==> src/hdl/adc_ctrl_pkg.sv <==
// package for the converter control-byte decoder and power-mode sequencer
// assumes one 200 mhz system clock; serial pins are asynchronous to it
package adc_ctrl_pkg;

   // -------------------------------------------------------------------
   // control byte layout
   // -------------------------------------------------------------------
   localparam int CB_MARKER_POS   = 7;
   localparam int CB_CHAN_HI_POS  = 6;
   localparam int CB_CHAN_LO_POS  = 4;
   localparam int CB_POLARITY_POS = 3;
   localparam int CB_INPUT_POS    = 2;
   localparam int CB_PWR_HI_POS   = 1;
   localparam int CB_PWR_LO_POS   = 0;
   localparam int CB_BITS         = 8;

   // -------------------------------------------------------------------
   // timing
   // -------------------------------------------------------------------
   localparam int CLK_PERIOD_PS   = 5000;
   localparam int WAKE_TIME_NS    = 2000;
   // least time, rounded up to whole cycles
   localparam int WAKE_CYCLES     = (WAKE_TIME_NS * 1000 + CLK_PERIOD_PS - 1) / CLK_PERIOD_PS;
   localparam int WAKE_CNT_W      = 9;
   localparam int CONV_EDGES      = 12;
   localparam int CONV_CNT_W      = 4;
   localparam int BUF_DEPTH       = 2;

   // -------------------------------------------------------------------
   // reset values
   // -------------------------------------------------------------------
   localparam logic [1:0] PWR_RESET    = 2'h3;
   localparam logic [7:0] CTRL_RESET   = 8'h00;

   // power mode codes
   typedef enum logic [1:0]
   {
      full_sleep_mode  = 2'h0,
      quick_sleep_mode = 2'h1,
      low_power_mode   = 2'h2,
      normal_mode      = 2'h3
   } power_mode_t;

   // decoded control byte
   typedef struct packed
   {
      logic [2:0]  channel_choice;
      logic        polarity_choice;
      logic        input_config_choice;
      power_mode_t power_mode;
   } ctrl_fields_t;

   // circuit power states
   typedef struct packed
   {
      logic comparator_on;
      logic comparator_full;
      logic reference_on;
   } power_state_t;

endpackage

==> src/hdl/ctrl_buffer.sv <==
// two-entry valid/ready buffer carrying decoded control fields
// assumes both sides on the same clock
`timescale 1ns/1ps
module ctrl_buffer
   import adc_ctrl_pkg::*;
(
   // clock and reset
   input  wire logic         clk,
   input  wire logic         arst_n,
   // filling side
   input  wire logic         in_valid,
   output logic              in_ready,
   input  wire ctrl_fields_t in_data,
   // draining side
   output logic              out_valid,
   input  wire logic         out_ready,
   output ctrl_fields_t      out_data
);

   // -------------------------------------------------------------------
   // storage
   // -------------------------------------------------------------------
   ctrl_fields_t mem_q [BUF_DEPTH];
   ctrl_fields_t mem_d [BUF_DEPTH];
   logic         wr_q, wr_d, rd_q, rd_d;
   logic [1:0]   cnt_q, cnt_d;

   // next-state: push and pop in the same cycle are both allowed
   always_comb
   begin
      logic push;
      logic pop;
      push  = in_valid && (cnt_q != 2'd2);
      pop   = out_ready && (cnt_q != 2'd0);
      mem_d = mem_q;
      wr_d  = wr_q;
      rd_d  = rd_q;
      cnt_d = cnt_q;
      if (push)
      begin
         mem_d[wr_q] = in_data;
         wr_d        = ~wr_q;
      end
      if (pop)
         rd_d = ~rd_q;
      cnt_d = cnt_q + {1'b0, push} - {1'b0, pop};
   end

   // register stage
   always_ff @(posedge clk or negedge arst_n)
   begin
      if (!arst_n)
      begin
         mem_q[0] <= '0;
         mem_q[1] <= '0;
         wr_q     <= 1'b0;
         rd_q     <= 1'b0;
         cnt_q    <= 2'd0;
      end
      else
      begin
         mem_q <= mem_d;
         wr_q  <= wr_d;
         rd_q  <= rd_d;
         cnt_q <= cnt_d;
      end
   end

   assign in_ready  = (cnt_q != 2'd2);
   assign out_valid = (cnt_q != 2'd0);
   assign out_data  = mem_q[rd_q];

endmodule

==> src/hdl/adc_ctrl.sv <==
// control-byte decoder and software power-mode sequencer of a serial converter
// assumes spi mode 0 host; sclk, cs_n and din are asynchronous pins
//
// Overview of operation
// - with chip select low the first one shifted in is taken as bit 7 of the byte.
// - bits 6 to 4 choose the input channels for the conversion.
// - bit 3 at one gives unipolar coding and at zero bipolar coding.
// - bit 2 at one measures one input against the shared negative, at zero a pair.
// - after a conversion the byte's power mode holds until the next byte arrives; the code applies the last popped head's mode, an older byte's in a stall.
// - all circuits run during conversion; between, each code sets comparator and reference.
// - after reset or leaving full sleep the device is full power and ready 2 us later.
// - quick sleep and low power accept a new conversion at once with no wake wait.
// - power codes are 00 full sleep, 01 quick sleep, 10 low power, 11 normal.
// - zeros before the marker are ignored; conversion starts on the falling edge after bit 8.
// - results are straight binary when unipolar, two's complement when bipolar, msb first.
// - any software sleep returns to full power on the marker of a new byte.
`timescale 1ns/1ps
module adc_ctrl
   import adc_ctrl_pkg::*;
(
   // clock and reset
   input  wire logic         clk,
   input  wire logic         arst_n,
   // serial pins
   input  wire logic         sclk,
   input  wire logic         cs_n,
   input  wire logic         din,
   input  wire logic         hw_shutdown_n,
   // decoded settings
   output logic [2:0]        channel_choice,
   output logic              polarity_choice,
   output logic              input_config_choice,
   output logic              twos_complement,
   output power_mode_t       power_mode,
   // power and conversion state
   output power_state_t      power_state,
   output logic              converting,
   output logic              ready_to_convert,
   output logic              conv_start,
   output logic              sample_strobe,
   // strobe from converter core
   input  wire logic         sar_ready
);

   // -------------------------------------------------------------------
   // pin synchronisers
   // -------------------------------------------------------------------
   logic [3:0] meta_q, sync_q;

   always_ff @(posedge clk or negedge arst_n)
   begin
      if (!arst_n)
      begin
         meta_q <= 4'h5;
         sync_q <= 4'h5;
      end
      else
      begin
         meta_q <= {sclk, cs_n, din, hw_shutdown_n};
         sync_q <= meta_q;
      end
   end

   logic sclk_s, cs_n_s, din_s, hw_shutdown_n_n_s;
   assign {sclk_s, cs_n_s, din_s, hw_shutdown_n_n_s} = sync_q;

   // -------------------------------------------------------------------
   // shifter and power sequencer
   // -------------------------------------------------------------------
   typedef enum logic [1:0] {s_idle, s_shift, s_wait_fall, s_conv} seq_t;

   seq_t         seq_q, seq_d;
   logic         sclk_prev_q, sclk_prev_d;
   logic [7:0]   sh_q, sh_d;
   logic [2:0]   bitcnt_q, bitcnt_d;
   logic [CONV_CNT_W-1:0] conv_q, conv_d;
   logic [WAKE_CNT_W-1:0] wake_q, wake_d;
   ctrl_fields_t active_q, active_d;
   power_mode_t  pmode_q, pmode_d;
   logic         conv_start_q, conv_start_d;
   logic         strobe_q, strobe_d;
   logic         buf_valid, buf_ready, out_valid;
   ctrl_fields_t buf_data, out_data;
   logic         rise, fall;

   // field decode used for the buffer push
   function automatic ctrl_fields_t decode(input logic [7:0] b);
      ctrl_fields_t f;
      f.channel_choice      = b[CB_CHAN_HI_POS:CB_CHAN_LO_POS];
      f.polarity_choice     = b[CB_POLARITY_POS];
      f.input_config_choice = b[CB_INPUT_POS];
      f.power_mode          = power_mode_t'(b[CB_PWR_HI_POS:CB_PWR_LO_POS]);
      return f;
   endfunction

   assign rise = sclk_s && !sclk_prev_q;
   assign fall = !sclk_s && sclk_prev_q;

   // next-state of the frame sequencer
   always_comb
   begin
      seq_d        = seq_q;
      sclk_prev_d  = sclk_s;
      sh_d         = sh_q;
      bitcnt_d     = bitcnt_q;
      conv_d       = conv_q;
      wake_d       = (wake_q != '0) ? wake_q - 1'b1 : wake_q;
      pmode_d      = pmode_q;
      conv_start_d = 1'b0;
      strobe_d     = strobe_q;
      buf_valid    = 1'b0;
      buf_data     = decode(sh_q);
      if (!hw_shutdown_n_n_s)
      begin
         // hardware shutdown stops any conversion at once
         seq_d    = s_idle;
         strobe_d = 1'b0;
         wake_d   = WAKE_CNT_W'(WAKE_CYCLES);
         pmode_d  = normal_mode;
      end
      else
      begin
         unique case (seq_q)
            s_idle:
               if (!cs_n_s && rise && din_s)
               begin
                  sh_d     = 8'h01;
                  bitcnt_d = 3'd1;
                  seq_d    = s_shift;
                  if (pmode_q == full_sleep_mode)
                     wake_d = WAKE_CNT_W'(WAKE_CYCLES);
                  pmode_d  = normal_mode;
               end
            s_shift:
               if (cs_n_s)
                  seq_d = s_idle;
               else if (rise)
               begin
                  sh_d     = {sh_q[6:0], din_s};
                  bitcnt_d = bitcnt_q + 3'd1;
                  if (bitcnt_q == 3'd7)
                     seq_d = s_wait_fall;
               end
            s_wait_fall:
               if (fall && buf_ready)
               begin
                  buf_valid    = 1'b1;
                  conv_start_d = 1'b1;
                  strobe_d     = 1'b1;
                  conv_d       = '0;
                  seq_d        = s_conv;
               end
            s_conv:
               if (fall)
               begin
                  strobe_d = 1'b0;
                  conv_d   = conv_q + 1'b1;
                  if (conv_q == CONV_CNT_W'(CONV_EDGES - 1))
                  begin
                     seq_d   = s_idle;
                     pmode_d = active_q.power_mode;
                  end
               end
            default:
               seq_d = s_idle;
         endcase
      end
      if (cs_n_s)
         strobe_d = 1'b0;
   end

   // applied settings change only when the core pops the head; a stalled core keeps the old ones
   assign active_d = (out_valid && sar_ready) ? out_data : active_q;

   always_ff @(posedge clk or negedge arst_n)
   begin
      if (!arst_n)
      begin
         seq_q        <= s_idle;
         sclk_prev_q  <= 1'b0;
         sh_q         <= CTRL_RESET;
         bitcnt_q     <= 3'd0;
         conv_q       <= '0;
         wake_q       <= WAKE_CNT_W'(WAKE_CYCLES);
         pmode_q      <= power_mode_t'(PWR_RESET);
         conv_start_q <= 1'b0;
         strobe_q     <= 1'b0;
         active_q     <= '0;
      end
      else
      begin
         seq_q        <= seq_d;
         sclk_prev_q  <= sclk_prev_d;
         sh_q         <= sh_d;
         bitcnt_q     <= bitcnt_d;
         conv_q       <= conv_d;
         wake_q       <= wake_d;
         pmode_q      <= pmode_d;
         conv_start_q <= conv_start_d;
         strobe_q     <= strobe_d;
         active_q     <= active_d;
      end
   end

   // -------------------------------------------------------------------
   // control buffer: up to two decoded bytes wait here for a busy core; while it is full the sequencer holds the next byte and ignores further frames
   // -------------------------------------------------------------------
   ctrl_buffer u_buf
   (
      .clk       (clk),
      .arst_n    (arst_n),
      .in_valid  (buf_valid),
      .in_ready  (buf_ready),
      .in_data   (buf_data),
      .out_valid (out_valid),
      .out_ready (sar_ready),
      .out_data  (out_data)
   );

   // -------------------------------------------------------------------
   // registered outputs
   // -------------------------------------------------------------------
   power_state_t pstate_d;
   always_comb
   begin
      // during conversion everything runs fully
      if (seq_q == s_conv || seq_q == s_wait_fall)
         pstate_d = '{1'b1, 1'b1, 1'b1};
      else
         unique case (pmode_q)
            full_sleep_mode:  pstate_d = '{1'b0, 1'b0, 1'b0};
            quick_sleep_mode: pstate_d = '{1'b1, 1'b0, 1'b1};
            low_power_mode:   pstate_d = '{1'b1, 1'b0, 1'b1};
            normal_mode:      pstate_d = '{1'b1, 1'b1, 1'b1};
         endcase
   end

   always_ff @(posedge clk or negedge arst_n)
   begin
      if (!arst_n)
      begin
         channel_choice      <= '0;
         polarity_choice     <= 1'b0;
         input_config_choice <= 1'b0;
         twos_complement     <= 1'b0;
         power_mode          <= power_mode_t'(PWR_RESET);
         power_state         <= '{1'b1, 1'b1, 1'b1};
         converting          <= 1'b0;
         ready_to_convert    <= 1'b0;
         conv_start          <= 1'b0;
         sample_strobe       <= 1'b0;
      end
      else
      begin
         channel_choice      <= active_q.channel_choice;
         polarity_choice     <= active_q.polarity_choice;
         input_config_choice <= active_q.input_config_choice;
         twos_complement     <= !active_q.polarity_choice;
         power_mode          <= pmode_q;
         power_state         <= pstate_d;
         converting          <= (seq_q == s_conv);
         ready_to_convert    <= (wake_q == '0) && hw_shutdown_n_n_s;
         conv_start          <= conv_start_q;
         sample_strobe       <= strobe_q;
      end
   end

endmodule

==> config.mk <==
export PLATFORM = sky130hd
export DESIGN_NAME = adc_ctrl
export DESIGN_NICKNAME = d
export VERILOG_FILES = /design/src/hdl/adc_ctrl_pkg.sv /design/src/hdl/ctrl_buffer.sv /design/src/hdl/adc_ctrl.sv
export SDC_FILE = /design/constraint.sdc
export NUM_CORES = 1
export LEC_CHECK = 0
export BUFFER_PORTS_ARGS = -buffer_cell sky130_fd_sc_hd__buf_2
export CAP_MARGIN = 20
export CORE_AREA = 2 2 98 100
export CTS_BUF_LIST = sky130_fd_sc_hd__clkbuf_8
export DETAILED_ROUTE_END_ITERATION = 12
export DIE_AREA = 0 0 100 102
export GPL_TIMING_DRIVEN = 0
export PLACE_DENSITY = 0.59
export REMOVE_ABC_BUFFERS = 1
export SYNTH_ARGS = -nofsm -noshare
export SYNTH_HDL_FRONTEND = slang
export SYNTH_SLANG_ARGS = --single-unit
==> constraint.sdc <==
create_clock -name clk -period 1.8 [get_ports clk]
set_clock_uncertainty 0.05 [all_clocks]
set_input_delay 0.36 -clock clk [delete_from_list [all_inputs] [get_ports clk]]
set_output_delay 0.36 -clock clk [all_outputs]
set_load 0.01 [all_outputs]
==> After elaboration in Yosys (flattened, before gate mapping) <==
Cells that the tools add are included.
Widths: inputs -> output; s select.
{ "word_totals": {"in_bits": 7, "register_bits": 78, "elab_cells": 147, "out_inout_bits": 15} }
{ "classes": {"bitwise": 4, "n_addsub": 5, "reduce_logical": 27, "order_cmp": 3, "eq_ne": 24, "mux": 46} }
{ "ops": {"columns": ["cell", "count"], "rows": [
  ["$mux 7", 7],
  ["$mux 9", 5],
  ["$mux 2", 12],
  ["$ne 4x4->1 const B", 4],
  ["$bwmux 14", 1],
  ["$pmux 7 s2", 1],
  ["$mux 3", 4],
  ["$ne 2x2->1 const B", 6],
  ["$ne 3x3->1 const B", 4],
  ["$logic_and 1x1->1", 9],
  ["$logic_not 9->1", 1],
  ["$pmux 3 s3", 1],
  ["$reduce_bool 9->1", 1],
  ["$sub 9x1->9 const B", 1],
  ["$eq 2x2->1 const B", 4],
  ["$mux 4", 2],
  ["$pmux 2 s4", 1],
  ["$pmux 4 s2", 1],
  ["$reduce_and 4->1", 2],
  ["$demux 7 s1", 1],
  ["$mux 1", 7],
  ["$pmux 3 s2", 1],
  ["$reduce_and 6->1", 1],
  ["$reduce_bool 2->1", 3],
  ["21 further kinds", 29]
]} }

==> Depth between registers and ports, before layout <==
Gate-level depths: netlist of the first run.
{ "logic_depth": {"depth_word": 9, "depth_mapped": 8, "mapped_depth_nobuf": 7} }

==> By module <==
Synthesis of the first run repeated with hierarchy kept, for this count alone.
{ "unflattened": {"hier_cells": 255, "area_unflattened_um2": 3228.1} }
{ "by_module_without_submodules": {"columns": ["mod", "area_per_inst_um2", "seq_area_each_um2", "cells_each", "n_inst"], "rows": [
  ["adc_ctrl", 2348.5, 1492.7, 200, 1],
  ["ctrl_buffer", 879.6, 450.4, 55, 1]
]} }

==> Worst setup path after synthesis of the first run <==
OpenSTA, ideal clock, no wires.
{ "synth_timing": {"kind": "register to register", "start": "reg u_buf.cnt_q[0]", "end": "reg u_buf.cnt_q[1]", "required_ns": 1.627, "n_path_buf": 1, "stages_incl_launch_ff": 9, "setup_slack_ns": -0.126, "arrival_time_ns": 1.754, "cell_sequence": "dfrtp_1 > o21ai_1 > clkbuf_1 > inv_1 > ha_1 > inv_1 > ha_1 > xnor2_1 > xnor2_1"} }
{ "synth_between": {"elab_chain_len": 8} }
{ "synth_rtl": {"columns": ["item", "line", "source"], "rows": [
  ["start: declaration", "ctrl_buffer.sv:26", "logic [1:0] cnt_q, cnt_d;"],
  ["start signal: assignment", "ctrl_buffer.sv:65", "cnt_q <= cnt_d;"],
  ["$ne 2x2->1", "ctrl_buffer.sv:33, ctrl_buffer.sv:69", null],
  ["$logic_and 1x1->1", "adc_ctrl.sv:145", "if (fall && buf_ready)"],
  ["$mux 1", "adc_ctrl.sv:145", null],
  ["$mux 1", "adc_ctrl.sv:123", "unique case (seq_q)"],
  ["$mux 1", "adc_ctrl.sv:113", "if (!hw_shutdown_n_n_s)"],
  ["$logic_and 1x1->1", "ctrl_buffer.sv:33", "push = in_valid && (cnt_q != 2'd2);"],
  ["$add 2x1->2", "ctrl_buffer.sv:46", "cnt_d = cnt_q + {1'b0, push} - {1'b0, pop};"],
  ["$sub 2x1->2 *", "ctrl_buffer.sv:46", null],
  ["net u_buf.cnt_d[1]", "ctrl_buffer.sv:26", null]
]} }
The timed path passes the listed nets; every way through them passes the cells marked *.
A chain may end at the register's enable or synchronous reset.

==> Final worst setup path of the first run <==
{ "layout_timing": {"start": "reg sync_q[3]", "end": "reg u_buf.mem_q[8] (netlist bit)"} }
{ "layout_between": {"elab_chain_len": 7} }
{ "layout_rtl": {"columns": ["item", "line", "source"], "rows": [
  ["start: declaration", "adc_ctrl.sv:48", "logic [3:0] meta_q, sync_q;"],
  ["start signal: assignment", "adc_ctrl.sv:60", "sync_q <= meta_q;"],
  ["$logic_not 1->1", "adc_ctrl.sv:97", "assign fall = !sclk_s && sclk_prev_q;"],
  ["$logic_and 1x1->1", "adc_ctrl.sv:97", null],
  ["$logic_and 1x1->1", "adc_ctrl.sv:145", null],
  ["$mux 1", "adc_ctrl.sv:145", null],
  ["$mux 1", "adc_ctrl.sv:123", null],
  ["$mux 1", "adc_ctrl.sv:113", null],
  ["$logic_and 1x1->1", "ctrl_buffer.sv:33", null],
  ["end signal: assignment", "ctrl_buffer.sv:62", "mem_q <= mem_d;"],
  ["end: declaration", "ctrl_buffer.sv:23", "ctrl_fields_t mem_q [BUF_DEPTH];"]
]} }
Every way passes these cells.

==> results_dict.tcl, run 1 <==
set metrics [dict create \
    antenna_cells 0 \
    cts.path.max_buffers 2 \
    tightest_slew_ps 480 \
    cp_data_arrival_time_ps 1960 \
    syn_avg_cell_area_sq_um 12.2 \
    dp_hpwl_um 3540 \
    clk_pin_slew_ps 70 \
    first_iter_violations 152 \
    rows 35 \
    clock_latency_ps 350 \
    multi_input_area_sq_um 1220 \
    clock-sinks 77 \
    ir_drop_mv 0.375 \
    min_period_ps 1780 \
    ant_nets 0 \
    ys_async_sr_fraction 1.00 \
    dpl_cell_area_sq_um 3420 \
    cts-buffers-inserted 9 \
    synth-seq-cells 77 \
    register_area_sq_um 1950 \
    wl_per_cell_um 13.6 \
    status "completed" \
    critPathMaxFanout 7 \
    drcViolationCount 0 \
    grt_pass1_wl_um 9850 \
    rsz0062_at_grt "true" \
    n_fill_cell 865 \
    drt_wl_total_um 5710 \
    die_h_um 102 \
    worstHoldPathType "in -> reg" \
    cp.required_ps 1980 \
    hold_viol_final 0 \
    die_x_um 100 \
    power.density_nw_per_um2 1000 \
    root_buffer "clkbuf_8" \
    netlist_instances 263 \
    gr-usage-all-layers 0.125 \
    num_vias 1998 \
    critPathKind "reg -> reg" \
    setup_ws_ps 23.8 \
    gr-total-overflow 0 \
    fin_crit_sh 0.987 \
    fin_area_sq_um 3840 \
    post-place-ws_ps -595 \
    fin_hold_ws_ps 62.5 \
    synth_edf_count 0 \
    drive_gt1_frac 0.319 \
    nets 315 \
    gp_congestion 0.769 \
    finalSetupViolations 0 \
    cap_violations 0 \
    htreeDepth 3 \
    relSlewSlack 0.680 \
    dieArea_sq_um 10200 \
    ys_warn_count 0 \
    tns_ps 0 \
    via_per_inst 4.78 \
    io-pin-count 22 \
    area_growth_pct 19.6 \
    yosys.cell_types.count 49 \
    timing.fmax_ghz 0.563 \
    antenna_found_initial 0 \
    netlist_area_sq_um 3210 \
    mostFrequentLayoutCells "60 x dfrtp_1, 30 x nand2_1, 20 x buf_2" \
    start_kind "register" \
    ys_seq_area_frac 0.605 \
    start_util 0.353 \
    end_kind "register" \
    core_area_sq_um 9110 \
    grt_start_max_net_pins 45 \
    grt_pass1_vias 2010 \
    ys.flop_type "dfrtp_1" \
    layout_commonest_cell "dfrtp_1" \
    tritoncts "yes" \
    first_pass_iters 4 \
    leakage_uw 0.00182 \
    maxSlewViolCount 0 \
    io_buffers 21 \
]
==> layout make-up <==
type / count / share of cell area
Clock inverter: 7 / 0.0280
Clock buffer: 9 / 0.0322
Sequential cell: 77 / 0.507
Tap cell: 111 / 0.0362
Inverter: 10 / 0.0104
Timing Repair Buffer: 38 / 0.0671
Multi-Input combinational cell: 166 / 0.319
==> logic make-up (layout without fill, tap and decap cells) <==
family,count (synthesis),in the layout,share of synthesized area
AO/OA/AOI/OAI,32,32,0.0639
XOR/XNOR,9,9,0.0245
adder cells (fa/ha/maj),6,6,0.0234
buffers and inverters,20,64,0.0343
flip-flops,77,77,0.605
multiplexers,22,22,0.0904
AND/OR/NAND/NOR,97,97,0.159
==> critical path, stage by stage (launching register included) <==
cell	delay, ps
dfrtp_2	430
nand3b_4	190
nor4_4	360
buf_4	190
nand2b_4	120
mux2_4	320
==> stage by stage <==
| stage | power (uW) | instances | utilization |
|---|---|---|---|
| after floorplan | 2190 | 253 | - |
| after global placement | 2300 | 385 | 0.372 |
| after detailed placement | 2320 | 386 | 0.375 |
| after CTS | 3890 | 408 | 0.411 |
| after global routing | 4070 | 418 | 0.422 |
| final | 3860 | 418 | 0.422 |
==> timing repair <==
item | 4_1_cts | 5_1_grt
endpoints found under the hold margin | 22 | 0
resized for setup | 12 | 8
setup buffers | 5 | 10
hold buffers | 1 | 0
setup endpoints to repair | 27 | 28
pin swaps | 4 | 2
==> per-layer routing <==
layer	GRT usage	vias to the layer above	routed length, um
li1	-	981	-
met1	0.170	988	2820
met2	0.185	21	2630
met3	0.0280	8	120
met4	0.0727	0	135
met5	0	-	0
==> worst paths after layout <==
| path | start | end | slack [ps] | depth (start not counted) |
|---|---|---|---|---|
| min in group asynchronous | arst_n | wake_q[5] | 450 | 2 |
| worst max register to register | sync_q[3] | u_buf.mem_q[8] | 20 | 5 |
| max in group asynchronous | arst_n | sync_q[2] | 630 | 3 |
| worst max-delay path | sync_q[3] | u_buf.mem_q[8] | 20 | 5 |
| worst min-delay path | hw_shutdown_n | meta_q[0] | 60 | 1 |
| worst min register to register | conv_start_q | conv_start | 290 | 0 |
==> state kept, by name, summed over array words and instances, names as in the netlist, 3 cells and up <==
name	flops
sync_q	4
wake_q	9
meta_q	4
u_buf.mem_q	14
channel_choice	3
conv_q	4
active_q	7
sh_q	7
bitcnt_q	3
==> cell usage after synthesis, types with 2 or more instances <==
cell type	n	area [sq um]
nand3b_1	4	30.0
mux2i_1	8	80.1
nand2_1	30	113
or3_1	3	18.8
nor2b_1	4	25.0
inv_1	9	33.8
nor3_1	3	15.0
o21ai_0	14	70.1
clkbuf_1	3	11.3
buf_4	2	15.0
nor4_1	3	18.8
nor3b_1	2	15.0
ha_1	6	75.1
xnor2_1	8	70.1
a211oi_1	2	15.0
dfrtp_1	64	1600
o211ai_1	2	15.0
a21oi_1	3	15.0
nand3_1	14	70.1
dfstp_2	13	342
and2_1	2	12.5
nor2_1	18	67.6
nand2b_1	2	12.5
a31oi_1	2	12.5
nand4b_1	2	17.5
buf_2	2	10.0
mux2_4	14	210
buf_6	3	33.8
==> report_power, final <==
group | leakage, uW | internal (uW) | switching [uW]
clock network | 0.000126 | 906 | 607
logic | 0.000709 | 189 | 198
registers | 0.000990 | 1820 | 139
No activity file was read; power rests on OpenSTA's default activity.
==> run 2, diff against run 1 <==
--- a/config.mk
+++ b/config.mk
@@ -12,6 +12,7 @@
 export DETAILED_ROUTE_END_ITERATION = 12
 export DIE_AREA = 0 0 100 102
 export GPL_TIMING_DRIVEN = 0
+export HOLD_SLACK_MARGIN = 0.08
 export PLACE_DENSITY = 0.59
 export REMOVE_ABC_BUFFERS = 1
 export SYNTH_ARGS = -nofsm -noshare
==> run 2 against run 1 <==
Compared with the run above: first-iteration DRC count is 2.6% lower; final area is 1.0% higher; global-route usage is 0.059 points higher; non-clock buffer count is 4 higher; sequential power hardly changed; hold slack better by 230 ps; total power is 0.14% higher; critical endpoint unchanged.
==> results_dict.tcl, run 2 (synthesis gave the netlist of run 1 again) <==
set metrics [dict create \
    status "completed" \
    hold_path_depth 0 \
    tightest_slew_ps 479 \
    gr-usage-all-layers 0.126 \
    dp_hpwl_um 3540 \
    setup_ws_ps 15.7 \
    ant_nets 0 \
    layout_commonest_cell "dfrtp_1" \
    dieArea_sq_um 10200 \
    nets 319 \
    timing.fmax_ghz 0.560 \
    dpl_cell_area_sq_um 3420 \
    regMostFlops "u_buf.mem_q" \
    leakage_uw 0.00184 \
    cap_violations 0 \
    end_kind "register" \
    cts.path.max_buffers 2 \
    grt_pass1_wl_um 9890 \
    drt_wl_total_um 5750 \
    min_period_ps 1780 \
    die_h_um 102 \
    io_buffers 21 \
    first_pass_iters 4 \
    n_fill_cell 861 \
    cp_data_arrival_time_ps 1970 \
    tritoncts "yes" \
    hold_viol_final 0 \
    fin_area_sq_um 3880 \
    gp_congestion 0.769 \
    largest_registers "u_buf.mem_q x14, wake_q x9" \
    multi_input_area_sq_um 1220 \
    power.density_nw_per_um2 995 \
    register_area_sq_um 1950 \
    antenna_found_initial 0 \
    rows 35 \
    cts-buffers-inserted 9 \
    io-pin-count 22 \
    area_growth_pct 20.8 \
    via_per_inst 4.77 \
    wl_per_cell_um 13.6 \
    gr-total-overflow 0 \
    worstHoldPathType "reg -> reg" \
    mostFrequentLayoutCells "60 x dfrtp_1, 30 x nand2_1, 20 x buf_2" \
    critPathMaxFanout 7 \
    cp.required_ps 1980 \
    drcViolationCount 0 \
    fin_hold_ws_ps 292 \
    antenna_cells 0 \
    first_iter_violations 148 \
    rsz0062_at_grt "true" \
    clk_pin_slew_ps 80 \
    largest_reg_flops 14 \
    start_util 0.353 \
    clock_latency_ps 350 \
    finalSetupViolations 0 \
    maxSlewViolCount 0 \
    num_vias 2011 \
    grt_start_max_net_pins 45 \
    ir_drop_mv 0.375 \
    die_x_um 100 \
    htreeDepth 3 \
    relSlewSlack 0.681 \
    fin_crit_sh 0.991 \
    clock-sinks 77 \
    grt_pass1_vias 2022 \
    start_kind "register" \
    critPathKind "reg -> reg" \
    root_buffer "clkbuf_8" \
    reg2regPathDepth 5 \
    drive_gt1_frac 0.315 \
    core_area_sq_um 9110 \
    post-place-ws_ps -595 \
]
==> run 2: cell count changes in the layout (fill, tap and decap cells not counted) <==
cell	delta
dlygate4sd3_1	+4
==> run 2: metrics by stage <==
stage / total power (uW) / TNS, ps / cells / utilization
floorplan: 2190 / -1250 / 253 / -
global placement: 2300 / -20320 / 385 / 0.372
detailed placement: 2320 / -9010 / 386 / 0.375
CTS: 3890 / 0 / 412 / 0.415
global route: 4080 / -641 / 422 / 0.426
finish: 3860 / 0 / 422 / 0.426
==> run 2: timing repair <==
item                                    in CTS  in global routing
gates resized for setup                     12                  8
setup buffers                                5                 10
endpoints found under the setup margin      27                 28
endpoints found under the hold margin       26                  0
pin swaps                                    4                  2
hold buffers                                 5                  0
==> run 2: power by group <==
| part | leakage, uW | internal (uW) | total (uW) | switching, uW |
|---|---|---|---|---|
| logic | 0.000726 | 195 | 395 | 200 |
| registers | 0.000990 | 1820 | 1960 | 139 |
| clock network | 0.000126 | 906 | 1510 | 605 |
| total | 0.00184 | 2920 | 3860 | 944 |
==> run 2: path summary, 6_finish.rpt <==
kind | from | end | slack, ps
hold / removal | conv_start_q | conv_start | 290
hold reg to reg | conv_start_q | conv_start | 290
setup reg to reg | sync_q[3] | u_buf.mem_q[8] | 20
max in group asynchronous | arst_n | sync_q[2] | 630
setup / recovery | sync_q[3] | u_buf.mem_q[8] | 20
min in group asynchronous | arst_n | wake_q[5] | 460
==> run 2: critical path, stage by stage, from the launching register on <==
cell,delay [ps]
dfrtp_2,430
nand3b_4,190
nor4_4,370
buf_4,200
nand2b_4,120
mux2_4,320
==> run 2: area by class of cell <==
| type | count | area share |
|---|---|---|
| Sequential cell | 77 | 0.502 |
| Tap cell | 111 | 0.0358 |
| Clock buffer | 9 | 0.0319 |
| Multi-Input combinational cell | 166 | 0.316 |
| Clock inverter | 7 | 0.0277 |
| Timing Repair Buffer | 42 | 0.0767 |
| Inverter | 10 | 0.0103 |
==> run 2: metal layers <==
layer / share of wire / vias to the layer above / routed length, um / track usage
met5: 0 / - / 0 / 0
met4: 0.022 / 0 / 129 / 0.0727
met3: 0.020 / 9 / 113 / 0.0267
met2: 0.47 / 23 / 2690 / 0.188
met1: 0.49 / 991 / 2820 / 0.170
li1: - / 988 / - / -
